<file path="config.mk">
export PLATFORM = sky130hd
export DESIGN_NAME = swsc_standby_ctl
export DESIGN_NICKNAME = d
export VERILOG_FILES = /design/src/hdl/swsc_pkg.sv /design/src/hdl/swsc_wait_if.sv /design/src/hdl/swsc_settle_counter.sv /design/src/hdl/swsc_standby_ctl.sv
export SDC_FILE = /design/constraint.sdc
export NUM_CORES = 1
export LEC_CHECK = 0
export BUFFER_PORTS_ARGS = -buffer_cell sky130_fd_sc_hd__buf_4
export CAP_MARGIN = 20
export CELL_PAD_IN_SITES_DETAIL_PLACEMENT = 1
export CELL_PAD_IN_SITES_GLOBAL_PLACEMENT = 2
export CORE_MARGIN = 1
export CORE_UTILIZATION = 35
export CTS_CLUSTER_DIAMETER = 100
export DETAILED_ROUTE_END_ITERATION = 6
export PLACE_DENSITY_LB_ADDON = 0.1
export SYNTH_ARGS = -nofsm -noshare
export SYNTH_HDL_FRONTEND = slang
export SYNTH_HIERARCHICAL = 1
export SYNTH_SLANG_ARGS = --single-unit
</file>
<file path="constraint.sdc">
create_clock -name core_clk -period 6.5 [get_ports core_clk]
set_input_delay 1.3 -clock core_clk [delete_from_list [all_inputs] [get_ports core_clk]]
set_output_delay 1.3 -clock core_clk [all_outputs]
set_load 0.005 [all_outputs]
</file>
<file path="src/hdl/swsc_pkg.sv">
package swsc_pkg;

    // ==========================================================
    // Register map and fields
    // ==========================================================
    localparam logic [3:0]  SWSC_ADDR_STANDBY_CONTROL = 4'h0;
    localparam logic [3:0]  SWSC_ADDR_STATUS          = 4'h1;
    localparam int          SWSC_ADDR_W               = 4;
    localparam int          SWSC_DATA_W               = 16;
    localparam int          SWSC_BIT_SOFT_STANDBY     = 15;
    localparam int          SWSC_BIT_OUT_PORT_ENABLE  = 14;
    localparam int          SWSC_BIT_RSVD13           = 13;
    localparam int          SWSC_WAIT_SEL_HI          = 12;
    localparam int          SWSC_WAIT_SEL_LO          = 8;
    localparam int          SWSC_BIT_SLEEP_EXC        = 7;
    localparam logic [4:0]  SWSC_WAIT_SEL_RESET       = 5'h0f;
    localparam logic        SWSC_OPE_RESET            = 1'b1;

    // Status register bits
    localparam int          SWSC_STAT_BIT_STANDBY     = 0;
    localparam int          SWSC_STAT_BIT_SLEEP       = 1;
    localparam int          SWSC_STAT_BIT_SETTLING    = 2;
    localparam int          SWSC_STAT_BIT_BADSEL      = 3;

    // ==========================================================
    // Settling counter
    // ==========================================================
    localparam int          SWSC_CNT_W                = 20;
    localparam logic [19:0] SWSC_CNT_ZERO             = 20'h0_0000;
    localparam logic [19:0] SWSC_CNT_ONE              = 20'h0_0001;
    localparam int          SWSC_PCLK_DIV             = 4;

    typedef enum logic [3:0] {
        SWSC_RUN    = 4'b0001,
        SWSC_SLEEP  = 4'b0010,
        SWSC_STBY   = 4'b0100,
        SWSC_SETTLE = 4'b1000
    } swsc_state_t;

    // Decode wait select code into state count; zero marks reserved codes
    function automatic logic [19:0] swsc_wait_states(input logic [4:0] sel);
        logic [19:0] n;
        n = SWSC_CNT_ZERO;
        unique case (sel)
            5'h05: n = 20'h0_0040;
            5'h06: n = 20'h0_0200;
            5'h07: n = 20'h0_0400;
            5'h08: n = 20'h0_0800;
            5'h09: n = 20'h0_1000;
            5'h0a: n = 20'h0_4000;
            5'h0b: n = 20'h0_8000;
            5'h0c: n = 20'h1_0000;
            5'h0d: n = 20'h2_0000;
            5'h0e: n = 20'h4_0000;
            5'h0f: n = 20'h8_0000;
            default: n = SWSC_CNT_ZERO;
        endcase
        return n;
    endfunction

endpackage

</file>
<file path="src/hdl/swsc_wait_if.sv">
`timescale 1ns/100ps
`default_nettype none
interface swsc_wait_if;
    logic        start;
    logic        tick;
    logic [19:0] target;
    logic        done;
    logic        busy;
    modport ctl (output start, output tick, output target, input done, input busy);
    modport cnt (input start, input tick, input target, output done, output busy);
endinterface
`default_nettype wire

</file>
<file path="src/hdl/swsc_settle_counter.sv">
`timescale 1ns/100ps
`default_nettype none
module swsc_settle_counter
    import swsc_pkg::*;
(
    input  wire logic  core_clk,
    input  wire logic  resetn,
    swsc_wait_if.cnt   w
);
    logic [19:0] count_q;
    logic        busy_q;
    logic        done_q;

    assign w.busy = busy_q;
    assign w.done = done_q;

    always_ff @(posedge core_clk or negedge resetn) begin
        if (!resetn) begin
            count_q <= SWSC_CNT_ZERO;
            busy_q  <= 1'b0;
            done_q  <= 1'b0;
        end else begin
            done_q <= 1'b0;
            if (w.start) begin
                count_q <= SWSC_CNT_ZERO;
                busy_q  <= 1'b1;
            end else if (busy_q && w.tick) begin
                if (count_q + SWSC_CNT_ONE >= w.target) begin
                    busy_q <= 1'b0;
                    done_q <= 1'b1;
                end
                count_q <= count_q + SWSC_CNT_ONE;
            end
        end
    end
endmodule
`default_nettype wire

</file>
<file path="src/hdl/swsc_standby_ctl.sv">
// Local design decisions: strobed register access and the register addresses.
`timescale 1ns/100ps
`default_nettype none
// Overview of operation
// - Bit 13 reads zero; software writes zero.
// - Five-bit select field picks clock settling wait after standby wake.
// - Select field resets to 01111, the 524288-state wait.
// - External interrupt ends standby; execution held until count expires.
// - Settling counter advances once per peripheral clock state.
// - Codes 00101..01001 give 64..4096 states; others below, and 1xxxx, reserved.
// - Codes 01010..01111 give 16384..524288 states.
// - Sleep exception enable resets zero; then SLEEP enters power-down.
// - With enable set, SLEEP starts exception processing instead.
// - Enable stays set after exception; hardware never clears it.
// - Software writing zero clears the enable.
// - Bits 6..0 read zero; software writes zero.
// - Standby select: 0 means sleep mode, 1 means software standby.
// - Standby select stays set after wake until software clears it.
module swsc_standby_ctl
    import swsc_pkg::*;
(
    input  wire logic                       core_clk,
    input  wire logic                       resetn,
    input  wire logic [SWSC_ADDR_W-1:0]     reg_addr,
    input  wire logic [SWSC_DATA_W-1:0]     reg_wdata,
    input  wire logic                       reg_wr,
    input  wire logic                       reg_rd,
    output logic      [SWSC_DATA_W-1:0]     reg_rdata,
    input  wire logic                       sleep_exec,
    input  wire logic                       ext_irq,
    input  wire logic                       wake_irq,
    output logic                            sleep_exc_req,
    output logic                            cpu_clk_en,
    output logic                            periph_clk_en,
    output logic                            osc_stop,
    output logic                            bus_hold_out,
    output logic                            ext_irq_service
);
    import swsc_pkg::*;

    // ==========================================================
    // Register state
    // ==========================================================
    logic        soft_standby_select_q;
    logic        out_port_enable_q;
    logic [4:0]  wake_wait_select_q;
    logic        sleep_exception_enable_q;
    swsc_state_t state_q;
    swsc_state_t state_d;
    logic [1:0]  div_q;
    logic        pclk_tick;
    logic        sel_bad;
    logic        wr_ctl;

    swsc_wait_if wif();

    assign wr_ctl  = reg_wr && (reg_addr == SWSC_ADDR_STANDBY_CONTROL);
    assign sel_bad = (swsc_wait_states(wake_wait_select_q) == SWSC_CNT_ZERO);

    always_ff @(posedge core_clk or negedge resetn) begin
        if (!resetn) begin
            soft_standby_select_q <= 1'b0;
            out_port_enable_q     <= SWSC_OPE_RESET;
        end else if (wr_ctl) begin
            // only a write clears standby select
            soft_standby_select_q <= reg_wdata[SWSC_BIT_SOFT_STANDBY];
            out_port_enable_q     <= reg_wdata[SWSC_BIT_OUT_PORT_ENABLE];
        end
    end

    // wait select, reset to longest wait
    always_ff @(posedge core_clk or negedge resetn) begin
        if (!resetn) begin
            wake_wait_select_q <= SWSC_WAIT_SEL_RESET;
        end else if (wr_ctl) begin
            wake_wait_select_q <= reg_wdata[SWSC_WAIT_SEL_HI:SWSC_WAIT_SEL_LO];
        end
    end

    // enable resets low, only software changes it
    always_ff @(posedge core_clk or negedge resetn) begin
        if (!resetn) begin
            sleep_exception_enable_q <= 1'b0;
        end else if (wr_ctl) begin
            sleep_exception_enable_q <= reg_wdata[SWSC_BIT_SLEEP_EXC];
        end
    end

    // ==========================================================
    // Read port
    // ==========================================================
    always_ff @(posedge core_clk or negedge resetn) begin
        if (!resetn) begin
            reg_rdata <= 16'h0000;
        end else if (reg_rd) begin
            reg_rdata <= 16'h0000;
            unique case (reg_addr)
                SWSC_ADDR_STANDBY_CONTROL: begin
                    reg_rdata[SWSC_BIT_SOFT_STANDBY]               <= soft_standby_select_q;
                    reg_rdata[SWSC_BIT_OUT_PORT_ENABLE]            <= out_port_enable_q;
                    reg_rdata[SWSC_WAIT_SEL_HI:SWSC_WAIT_SEL_LO]   <= wake_wait_select_q;
                    reg_rdata[SWSC_BIT_SLEEP_EXC]                  <= sleep_exception_enable_q;
                end
                SWSC_ADDR_STATUS: begin
                    reg_rdata[SWSC_STAT_BIT_STANDBY]  <= (state_q == SWSC_STBY);
                    reg_rdata[SWSC_STAT_BIT_SLEEP]    <= (state_q == SWSC_SLEEP);
                    reg_rdata[SWSC_STAT_BIT_SETTLING] <= (state_q == SWSC_SETTLE);
                    reg_rdata[SWSC_STAT_BIT_BADSEL]   <= sel_bad;
                end
                default: reg_rdata <= 16'h0000;
            endcase
        end else begin
            reg_rdata <= 16'h0000;
        end
    end

    // ==========================================================
    // Peripheral clock state enable
    // ==========================================================
    always_ff @(posedge core_clk or negedge resetn) begin
        if (!resetn) begin
            div_q <= 2'd0;
        end else begin
            div_q <= div_q + 2'd1;
        end
    end
    assign pclk_tick = (div_q == 2'(SWSC_PCLK_DIV - 1));

    // ==========================================================
    // Power state machine
    // ==========================================================
    always_comb begin
        state_d = state_q;
        unique case (state_q)
            SWSC_RUN: begin
                if (sleep_exec && !sleep_exception_enable_q) begin
                    state_d = soft_standby_select_q ? SWSC_STBY : SWSC_SLEEP;
                end
            end
            SWSC_SLEEP: begin
                if (wake_irq || ext_irq) begin
                    state_d = SWSC_RUN;
                end
            end
            SWSC_STBY: begin
                if (ext_irq) begin
                    state_d = SWSC_SETTLE;
                end
            end
            SWSC_SETTLE: begin
                if (wif.done) begin
                    state_d = SWSC_RUN;
                end
            end
        endcase
    end

    always_ff @(posedge core_clk or negedge resetn) begin
        if (!resetn) begin
            state_q <= SWSC_RUN;
        end else begin
            state_q <= state_d;
        end
    end

    assign wif.start  = (state_q == SWSC_RUN) && (state_d == SWSC_STBY);
    // ticks only while settling; time spent in standby must not eat the wait
    assign wif.tick   = pclk_tick && (state_q == SWSC_SETTLE);
    // reserved codes fall back to the longest wait for safety
    assign wif.target = sel_bad ? swsc_wait_states(SWSC_WAIT_SEL_RESET)
                                : swsc_wait_states(wake_wait_select_q);

    swsc_settle_counter u_counter (
        .core_clk (core_clk),
        .resetn   (resetn),
        .w        (wif.cnt)
    );

    // ==========================================================
    // Outputs
    // ==========================================================
    always_ff @(posedge core_clk or negedge resetn) begin
        if (!resetn) begin
            sleep_exc_req   <= 1'b0;
            cpu_clk_en      <= 1'b1;
            periph_clk_en   <= 1'b1;
            osc_stop        <= 1'b0;
            bus_hold_out    <= SWSC_OPE_RESET;
            ext_irq_service <= 1'b0;
        end else begin
            sleep_exc_req   <= (state_q == SWSC_RUN) && sleep_exec && sleep_exception_enable_q;
            // CPU held until return to run
            cpu_clk_en      <= (state_d == SWSC_RUN);
            periph_clk_en   <= (state_d == SWSC_RUN) || (state_d == SWSC_SLEEP)
                               || (state_d == SWSC_SETTLE);
            osc_stop        <= (state_d == SWSC_STBY);
            bus_hold_out    <= out_port_enable_q;
            ext_irq_service <= (state_q == SWSC_SETTLE) && wif.done;
        end
    end

endmodule
`default_nettype wire

</file>
==> flow_metrics.env, run 1 <==
export IMPL_drt_first_pass_iters=4
export IMPL_vdd_ir_drop_max_v=0.000163
export IMPL_yosysSeqAreaShare_pct=41.2
export IMPL_timing_critical_path_cells="ha_1, nand3_1, nor2_1, nand2_1, nor2_1, xnor2_1, ha_1, nand4_1, nor4_1, a211oi_1, a311o_1"
export IMPL_largest_net_degree_at_the_start_of_global_routing=55
export IMPL_utilization_pct=41.1
export IMPL_gr_total_overflow=0
export IMPL_main_flop_type_after_synthesis="dfrtp_1"
export IMPL_pwr_density_cell_nw_per_um2=398
export IMPL_chipHeight_um=99.2
export IMPL_final_period_minus_worst_setup_slack_ns=3.25
export IMPL_std_cell_rows=35
export IMPL_area_overhead_of_the_layout_relative_to_synthesis_pct=14.3
export IMPL_drt_iter0_markers=44
export IMPL_crit_path_max_fanout=5
export IMPL_least_margin_pin_slew_ns=0.895
export IMPL_grt_pass1_vias=2626
export IMPL_layout_drive_gt1_share_pct=18.2
export IMPL_cts_htree_levels=2
export IMPL_hp_start="out_port_enable_q$_DFFE_PN1P_"
export IMPL_worstRegToRegCells=11
export IMPL_power_report_internal_total_uw=868
export IMPL_coreArea_um2=9200
export IMPL_timing_final_max_slew_violations=0
export IMPL_route_detailed_vias_per_inst=5.12
export IMPL_comb_power_share_pct=44.8
export IMPL_synth_cell_type_count=53
export IMPL_cts_repair_timing_setup_buffer_count=0
export IMPL_buffer_ports_inserted=36
export IMPL_pin_count=49
export IMPL_drc=0
export IMPL_insertion_delay_ns=0.32
export IMPL_tns_ns=0
export IMPL_worst_r2r_endpoint="u_counter/w.busy$_DFFE_PN0P_"
export IMPL_finalPower_uw=1500
export IMPL_globalplace_congestion=0.775
export IMPL_avgSynthCellArea_um2=9.27
export IMPL_critical_path_reg2reg_startpoint="u_counter/count_q[0]$_DFFE_PN0P_"
export IMPL_worst_hold_path_type="flop to flop"
export IMPL_slowest_delay_ns=0.44
export IMPL_wl_per_cell_um=14.7
export IMPL_outcome="completed"
export IMPL_antenna_cells=0
export IMPL_timing_final_hold_violations=0
export IMPL_worst_hold_path_endpoint="bus_hold_out$_DFF_PN1_"
export IMPL_synth_cell_area_um2=3310
export IMPL_clk_pin_slew_ns=0.11
export IMPL_clockPowerShare_pct=16.0
export IMPL_ctsLongestPathBuffers=2
export IMPL_clock_skew_ns=0.0113
export IMPL_clock_tree_from_tritoncts="built"
export IMPL_number_of_enable_flip_flop_cells_after_synthesis=0
export IMPL_critical_path_class="flop to flop"
export IMPL_async_flop_share_pct=100
export IMPL_min_delay_path_depth=0
export IMPL_power_static_leakage_uw=0.00161
export IMPL_postSynthCellCount=357
export IMPL_layout_common_cells="dfrtp_1, nor2_1, buf_4, inv_1, nand2_1"
export IMPL_pwr_share_seq_pct=39.3
export IMPL_cp_required_ns=6.71
export IMPL_cts_num_sinks=54
export IMPL_count_of_nets_after_finishing=444
export IMPL_slowest_stage="dfrtp_1"
export IMPL_total_switching_power_uw=637
export IMPL_initial_core_util_pct=36.0
export IMPL_fmaxAchievable_ghz=0.307
export IMPL_final_design_area_no_fill_um2=3780
export IMPL_dieWidth_um=99.2
export IMPL_finalSetupViolCount=0
export IMPL_first_pass_grt_wire_length_um=13000
export IMPL_worst_endpoint_arrival_ns=3.46
export IMPL_detailed_place_hpwl_um=5510
export IMPL_timing_max_cap_violations=0
export IMPL_final_common_cell="dfrtp_1"
export IMPL_grt_antenna_before_repair=0
export IMPL_layout_worst_path_cycle_share_pct=50.0
export IMPL_clock_root_buffer="clkbuf_8"
export IMPL_holdBufCountCts=0
export IMPL_globalRouteTotalUtil_pct=16.6
export IMPL_critPathCaptureType="flop"
export IMPL_die_area_um2=9850
export IMPL_rsz0062_at_grt="no"
export IMPL_yosys_register_bits=54
export IMPL_netSwitchingFraction_pct=42.3
export IMPL_ys_warn_count=6
export IMPL_cts_inserted_buffers=5
export IMPL_detailroute_via_count=2595
export IMPL_cp_start_kind="flop"
export IMPL_wirelength_um=7470
export IMPL_postcts_resize_cnt=0
export IMPL_worst_r2r_setup_slack_ns=3.25
export IMPL_antenna_left=0
export IMPL_dp_area_um2=3670
export IMPL_slew_margin_rel_pct=40.1
## critical path, delay by kind of cell, from the launching register on
family	cells	cell delay, ns
simple gates	6	1.51
flops	1	0.44
xor+xnor	1	0.10
compound gates	2	0.53
fa+ha+maj	2	0.57
## cells in the mapped netlist (8+ instances only)
cell / instances / area share, %
dfrtp_1: 45 / 34
nor2_1: 37 / 4.2
inv_1: 29 / 3.3
nand2_1: 26 / 2.9
ha_1: 22 / 8.3
a21oi_1: 19 / 2.9
xnor2_1: 19 / 5.0
o21ai_0: 14 / 2.1
nor3_1: 13 / 2.0
nand3_1: 12 / 1.8
xor2_1: 10 / 2.6
dfstp_2: 9 / 7.1
or3_1: 9 / 1.7
mux2_2: 8 / 2.7
## final cells by class
type	count	area, µm²
multi-input combinational	269	1790
clock inverter	3	47.5
clock buffer	5	68.8
timing repair buffer	36	270
tap	111	139
fill	1096	5410
inverter	29	109
sequential	54	1360
## registers in the layout (all words and copies together) (netlist names)
register and count:
out_port_enable_q 1, ext_irq_service 1, periph_clk_en 1, sleep_exc_req 1, wake_wait_select_q 5, soft_standby_select_q 1
div_q 2, cpu_clk_en 1, u_counter/w.busy 1, reg_rdata 12, bus_hold_out 1, sleep_exception_enable_q 1
state_q 4, u_counter/w.done 1, u_counter/count_q 20, osc_stop 1
## stage by stage
step | hold slack (ns) | instances | setup WS [ns]
2_1_floorplan | 0.356 | 369 | 3.72
3_3_place_gp | 0.360 | 499 | 3.21
3_5_place_dp | 0.364 | 499 | 3.20
4_1_cts | 0.380 | 507 | 3.18
5_1_grt | 0.389 | 507 | 2.86
6_report | 0.379 | 507 | 3.25
## kinds of logic (layout without fill, tap and decap cells)
| group | Yosys count | after routing | share of synthesized area (%) |
|---|---|---|---|
| compound gates | 49 | 49 | 9.60 |
| simple gates | 147 | 147 | 23.7 |
| flops | 54 | 54 | 41.2 |
| other cells | 1 | 13 | 0.113 |
| xor+xnor | 29 | 29 | 7.67 |
| buf+inv | 46 | 73 | 6.43 |
| mux | 9 | 9 | 3.02 |
| fa+ha+maj | 22 | 22 | 8.32 |
## power by group through the flow
stage	sequential (µW)	combinational (µW)	clock, µW
after floorplan	530	565	0
after global placement	592	667	0
after detailed placement	596	683	0
after CTS	590	688	253
after global routing	611	782	265
final	591	674	240
## worst max-delay path by stage
stage	cells after the start	endpoint	from	slack [ns]
detailed placement	7	u_counter/count_q[15]$_DFFE_PN0P_	sleep_exec	3.20
floorplan	11	u_counter/w.busy$_DFFE_PN0P_	u_counter/count_q[2]$_DFFE_PN0P_	3.72
CTS	11	u_counter/w.busy$_DFFE_PN0P_	u_counter/count_q[0]$_DFFE_PN0P_	3.18
global route	11	u_counter/w.busy$_DFFE_PN0P_	u_counter/count_q[0]$_DFFE_PN0P_	2.86
finish	11	u_counter/w.busy$_DFFE_PN0P_	u_counter/count_q[0]$_DFFE_PN0P_	3.25
global placement	7	u_counter/w.done$_DFF_PN0_	sleep_exec	3.21
## routing by layer
layer  vias up  GRT usage [%]  wire length (µm)
met5         -              0                 0
met3         6           2.81               228
met2        36           27.8              3480
li1       1283              -                 -
met4         0           4.41                79
met1      1270           22.1              3690
No activity file was read; power rests on OpenSTA's default activity.
==> run 2, diff against run 1 <==
--- a/config.mk
+++ b/config.mk
@@ -5,12 +5,13 @@
 export SDC_FILE = /design/constraint.sdc
 export NUM_CORES = 1
 export LEC_CHECK = 0
+export ABC_AREA = 1
 export BUFFER_PORTS_ARGS = -buffer_cell sky130_fd_sc_hd__buf_4
 export CAP_MARGIN = 20
 export CELL_PAD_IN_SITES_DETAIL_PLACEMENT = 1
 export CELL_PAD_IN_SITES_GLOBAL_PLACEMENT = 2
 export CORE_MARGIN = 1
-export CORE_UTILIZATION = 35
+export CORE_UTILIZATION = 30
 export CTS_CLUSTER_DIAMETER = 100
 export DETAILED_ROUTE_END_ITERATION = 6
 export PLACE_DENSITY_LB_ADDON = 0.1
==> constraint.sdc (replaced) <==
create_clock -name core_clk -period 2.9 [get_ports core_clk]
set_input_delay 0.58 -clock core_clk [delete_from_list [all_inputs] [get_ports core_clk]]
set_output_delay 0.58 -clock core_clk [all_outputs]
set_load 0.005 [all_outputs]
==> flow_metrics.env, run 2 <==
export IMPL_outcome="completed"
export IMPL_area_overhead_of_the_layout_relative_to_synthesis_pct=17.8
export IMPL_buffer_ports_inserted=36
export IMPL_finalPower_uw=3100
export IMPL_layout_drive_gt1_share_pct=18.7
export IMPL_power_report_internal_total_uw=1780
export IMPL_finalSetupViolCount=0
export IMPL_critPathCaptureType="flop"
export IMPL_wl_per_cell_um=13.3
export IMPL_ys_warn_count=6
export IMPL_comb_power_share_pct=43.0
export IMPL_grt_antenna_before_repair=0
export IMPL_synth_cell_area_um2=3390
export IMPL_route_detailed_vias_per_inst=4.52
export IMPL_pwr_share_seq_pct=37.6
export IMPL_cts_num_sinks=54
export IMPL_critical_path_class="flop to flop"
export IMPL_antenna_cells=0
export IMPL_largest_area_contributor_in_the_netlist="dfrtp_1"
export IMPL_holdBufCountCts=0
export IMPL_pwr_density_cell_nw_per_um2=776
export IMPL_synth_cell_type_count=35
export IMPL_fmaxAchievable_ghz=0.381
export IMPL_vdd_ir_drop_max_v=0.000285
export IMPL_synth_top_cells_by_area="dfrtp_1, nand2_1, inv_1"
export IMPL_worst_setup_path_startpoint="u_counter/count_q[0]$_DFFE_PN0P_"
export IMPL_worst_r2r_endpoint="u_counter/w.busy$_DFFE_PN0P_"
export IMPL_number_of_enable_flip_flop_cells_after_synthesis=0
export IMPL_postcts_resize_cnt=0
export IMPL_worst_r2r_setup_slack_ns=0.28
export IMPL_globalplace_congestion=0.729
export IMPL_multiInputGateArea_um2=1680
export IMPL_clk_pin_slew_ns=0.08
export IMPL_slew_margin_rel_pct=52.2
export IMPL_rsz0062_at_grt="no"
export IMPL_clockPowerShare_pct=19.4
export IMPL_yosys_register_bits=54
export IMPL_drt_first_pass_iters=4
export IMPL_worst_endpoint_arrival_ns=2.80
export IMPL_detailed_place_hpwl_um=6750
export IMPL_setup_worst_path_end="u_counter/w.busy$_DFFE_PN0P_"
export IMPL_globalRouteTotalUtil_pct=16.0
export IMPL_chipHeight_um=108
export IMPL_final_common_cell="nand2_1"
export IMPL_timing_final_max_slew_violations=0
export IMPL_std_cell_rows=38
export IMPL_worstRegToRegCells=16
export IMPL_max_flop_register="u_counter/count_q"
export IMPL_synth_most_common_cell="nand2_1"
export IMPL_avgSynthCellArea_um2=7.64
export IMPL_grt_pass1_vias=3013
export IMPL_total_switching_power_uw=1310
export IMPL_least_margin_pin_slew_ns=0.717
export IMPL_fill_cells=1386
export IMPL_async_flop_share_pct=100
export IMPL_insertion_delay_ns=0.29
export IMPL_final_period_minus_worst_setup_slack_ns=2.62
export IMPL_cp_required_ns=3.08
export IMPL_layout_common_cells="nand2_1, inv_1, nor2_1, dfrtp_1, buf_4"
export IMPL_first_pass_grt_wire_length_um=14300
export IMPL_drt_iter0_markers=69
export IMPL_crit_path_max_fanout=5
export IMPL_layout_top_registers="u_counter/count_q (20), reg_rdata (12), wake_wait_select_q (5)"
export IMPL_clock_tree_from_tritoncts="built"
export IMPL_cts_repair_timing_setup_buffer_count=0
export IMPL_largest_net_degree_at_the_start_of_global_routing=55
export IMPL_power_static_leakage_uw=0.00206
export IMPL_gr_total_overflow=0
export IMPL_clock_skew_ns=0.00778
export IMPL_postSynthCellCount=443
export IMPL_synth_commonest_cells="nand2_1, inv_1, nor2_1"
export IMPL_cts_inserted_buffers=5
export IMPL_cp_start_kind="flop"
export IMPL_yosysTopAreaCellShare_pct=33.3
export IMPL_critical_path_reg2reg_startpoint="u_counter/count_q[0]$_DFFE_PN0P_"
export IMPL_clock_root_buffer="clkbuf_16"
export IMPL_tns_ns=0
export IMPL_area_sequential_um2=1360
export IMPL_die_area_um2=11700
export IMPL_pin_count=49
export IMPL_detailroute_via_count=2863
export IMPL_ctsLongestPathBuffers=2
export IMPL_layout_worst_path_cycle_share_pct=90.4
export IMPL_dieWidth_um=108
export IMPL_timing_final_hold_violations=0
export IMPL_coreArea_um2=10900
export IMPL_antenna_left=0
export IMPL_yosysSeqAreaShare_pct=40.2
export IMPL_wirelength_um=8410
export IMPL_largest_reg_flops=20
export IMPL_netSwitchingFraction_pct=42.4
export IMPL_cts_htree_levels=2
export IMPL_drc=0
export IMPL_count_of_nets_after_finishing=541
export IMPL_main_flop_type_after_synthesis="dfrtp_1"
export IMPL_worst_hold_path_type="input port to async pin"
export IMPL_initial_core_util_pct=31.0
export IMPL_timing_max_cap_violations=0
==> run 2: metrics by stage <==
stage | utilization, % | worst slack [ns] | hold WS, ns | cell area, µm² | cells
2_1_floorplan | - | 0.713 | 0.284 | 3430 | 455
3_3_place_gp | 35.1 | 0.312 | 0.363 | 3840 | 625
3_5_place_dp | 35.1 | 0.256 | 0.366 | 3840 | 625
4_1_cts | 36.5 | 0.222 | 0.374 | 3990 | 633
5_1_grt | 36.5 | 0.0420 | 0.384 | 3990 | 633
6_report | 36.5 | 0.277 | 0.341 | 3990 | 633
==> run 2: power groups by stage <==
stage | Clock [µW] | Sequential, µW | Combinational [µW]
after floorplan | 0 | 1130 | 995
after global placement | 0 | 1170 | 1300
after detailed placement | 0 | 1170 | 1350
after CTS | 625 | 1160 | 1360
after global routing | 653 | 1200 | 1550
final | 602 | 1160 | 1330
==> run 2: cells by family after synthesis <==
family	Yosys count	synth area share (%)
AND/OR/NAND/NOR	215	29.8
buffers and inverters	99	11.4
flip-flops	54	40.2
other	1	0.111
multiplexers	2	0.665
adder cells (fa/ha/maj)	22	8.13
XOR/XNOR	9	2.55
AO/OA/AOI/OAI	41	7.10
==> run 2: layout make-up <==
| class | count | area share (%) |
|---|---|---|
| multi-input cells | 302 | 42.2 |
| flip-flops and latches | 54 | 34.2 |
| inverters | 92 | 8.66 |
| repair buffers | 37 | 6.96 |
| well taps | 140 | 4.39 |
| clock buffers | 6 | 3.23 |
| clock inverters | 2 | 0.376 |
==> run 2: per-layer routing <==
metal / up-vias / GRT usage (%) / share of wire, %
li1: 1467 / - / -
met3: 8 / 2.17 / 1.7
met5: - / 0 / 0
met2: 20 / 25.9 / 48
met1: 1368 / 22.1 / 49
met4: 0 / 4.70 / 1.1
==> run 2: worst max-delay path, stage by stage, from the launching register on <==
cell and delay [ns]:
dfrtp_1 0.44, ha_2 0.25, nand2_1 0.13, nor2_4 0.17, nand4_1 0.21, nor2_1 0.14
nand2_1 0.06, nand2_1 0.10, inv_1 0.06, ha_1 0.27, nand2_1 0.05, nor2_1 0.17
nand2_1 0.10, nor2_1 0.11, nand2_1 0.06, nand4_1 0.10, a21oi_1 0.07
==> run 2: worst min path at each step <==
stage | from | endpoint | cells past startpoint
floorplan | resetn | div_q[0]$_DFF_PN0_ | 0
global placement | out_port_enable_q$_DFFE_PN1P_ | bus_hold_out$_DFF_PN1_ | 0
detailed placement | out_port_enable_q$_DFFE_PN1P_ | bus_hold_out$_DFF_PN1_ | 0
CTS | resetn | ext_irq_service$_DFF_PN0_ | 1
global route | out_port_enable_q$_DFFE_PN1P_ | bus_hold_out$_DFF_PN1_ | 0
finish | resetn | ext_irq_service$_DFF_PN0_ | 1
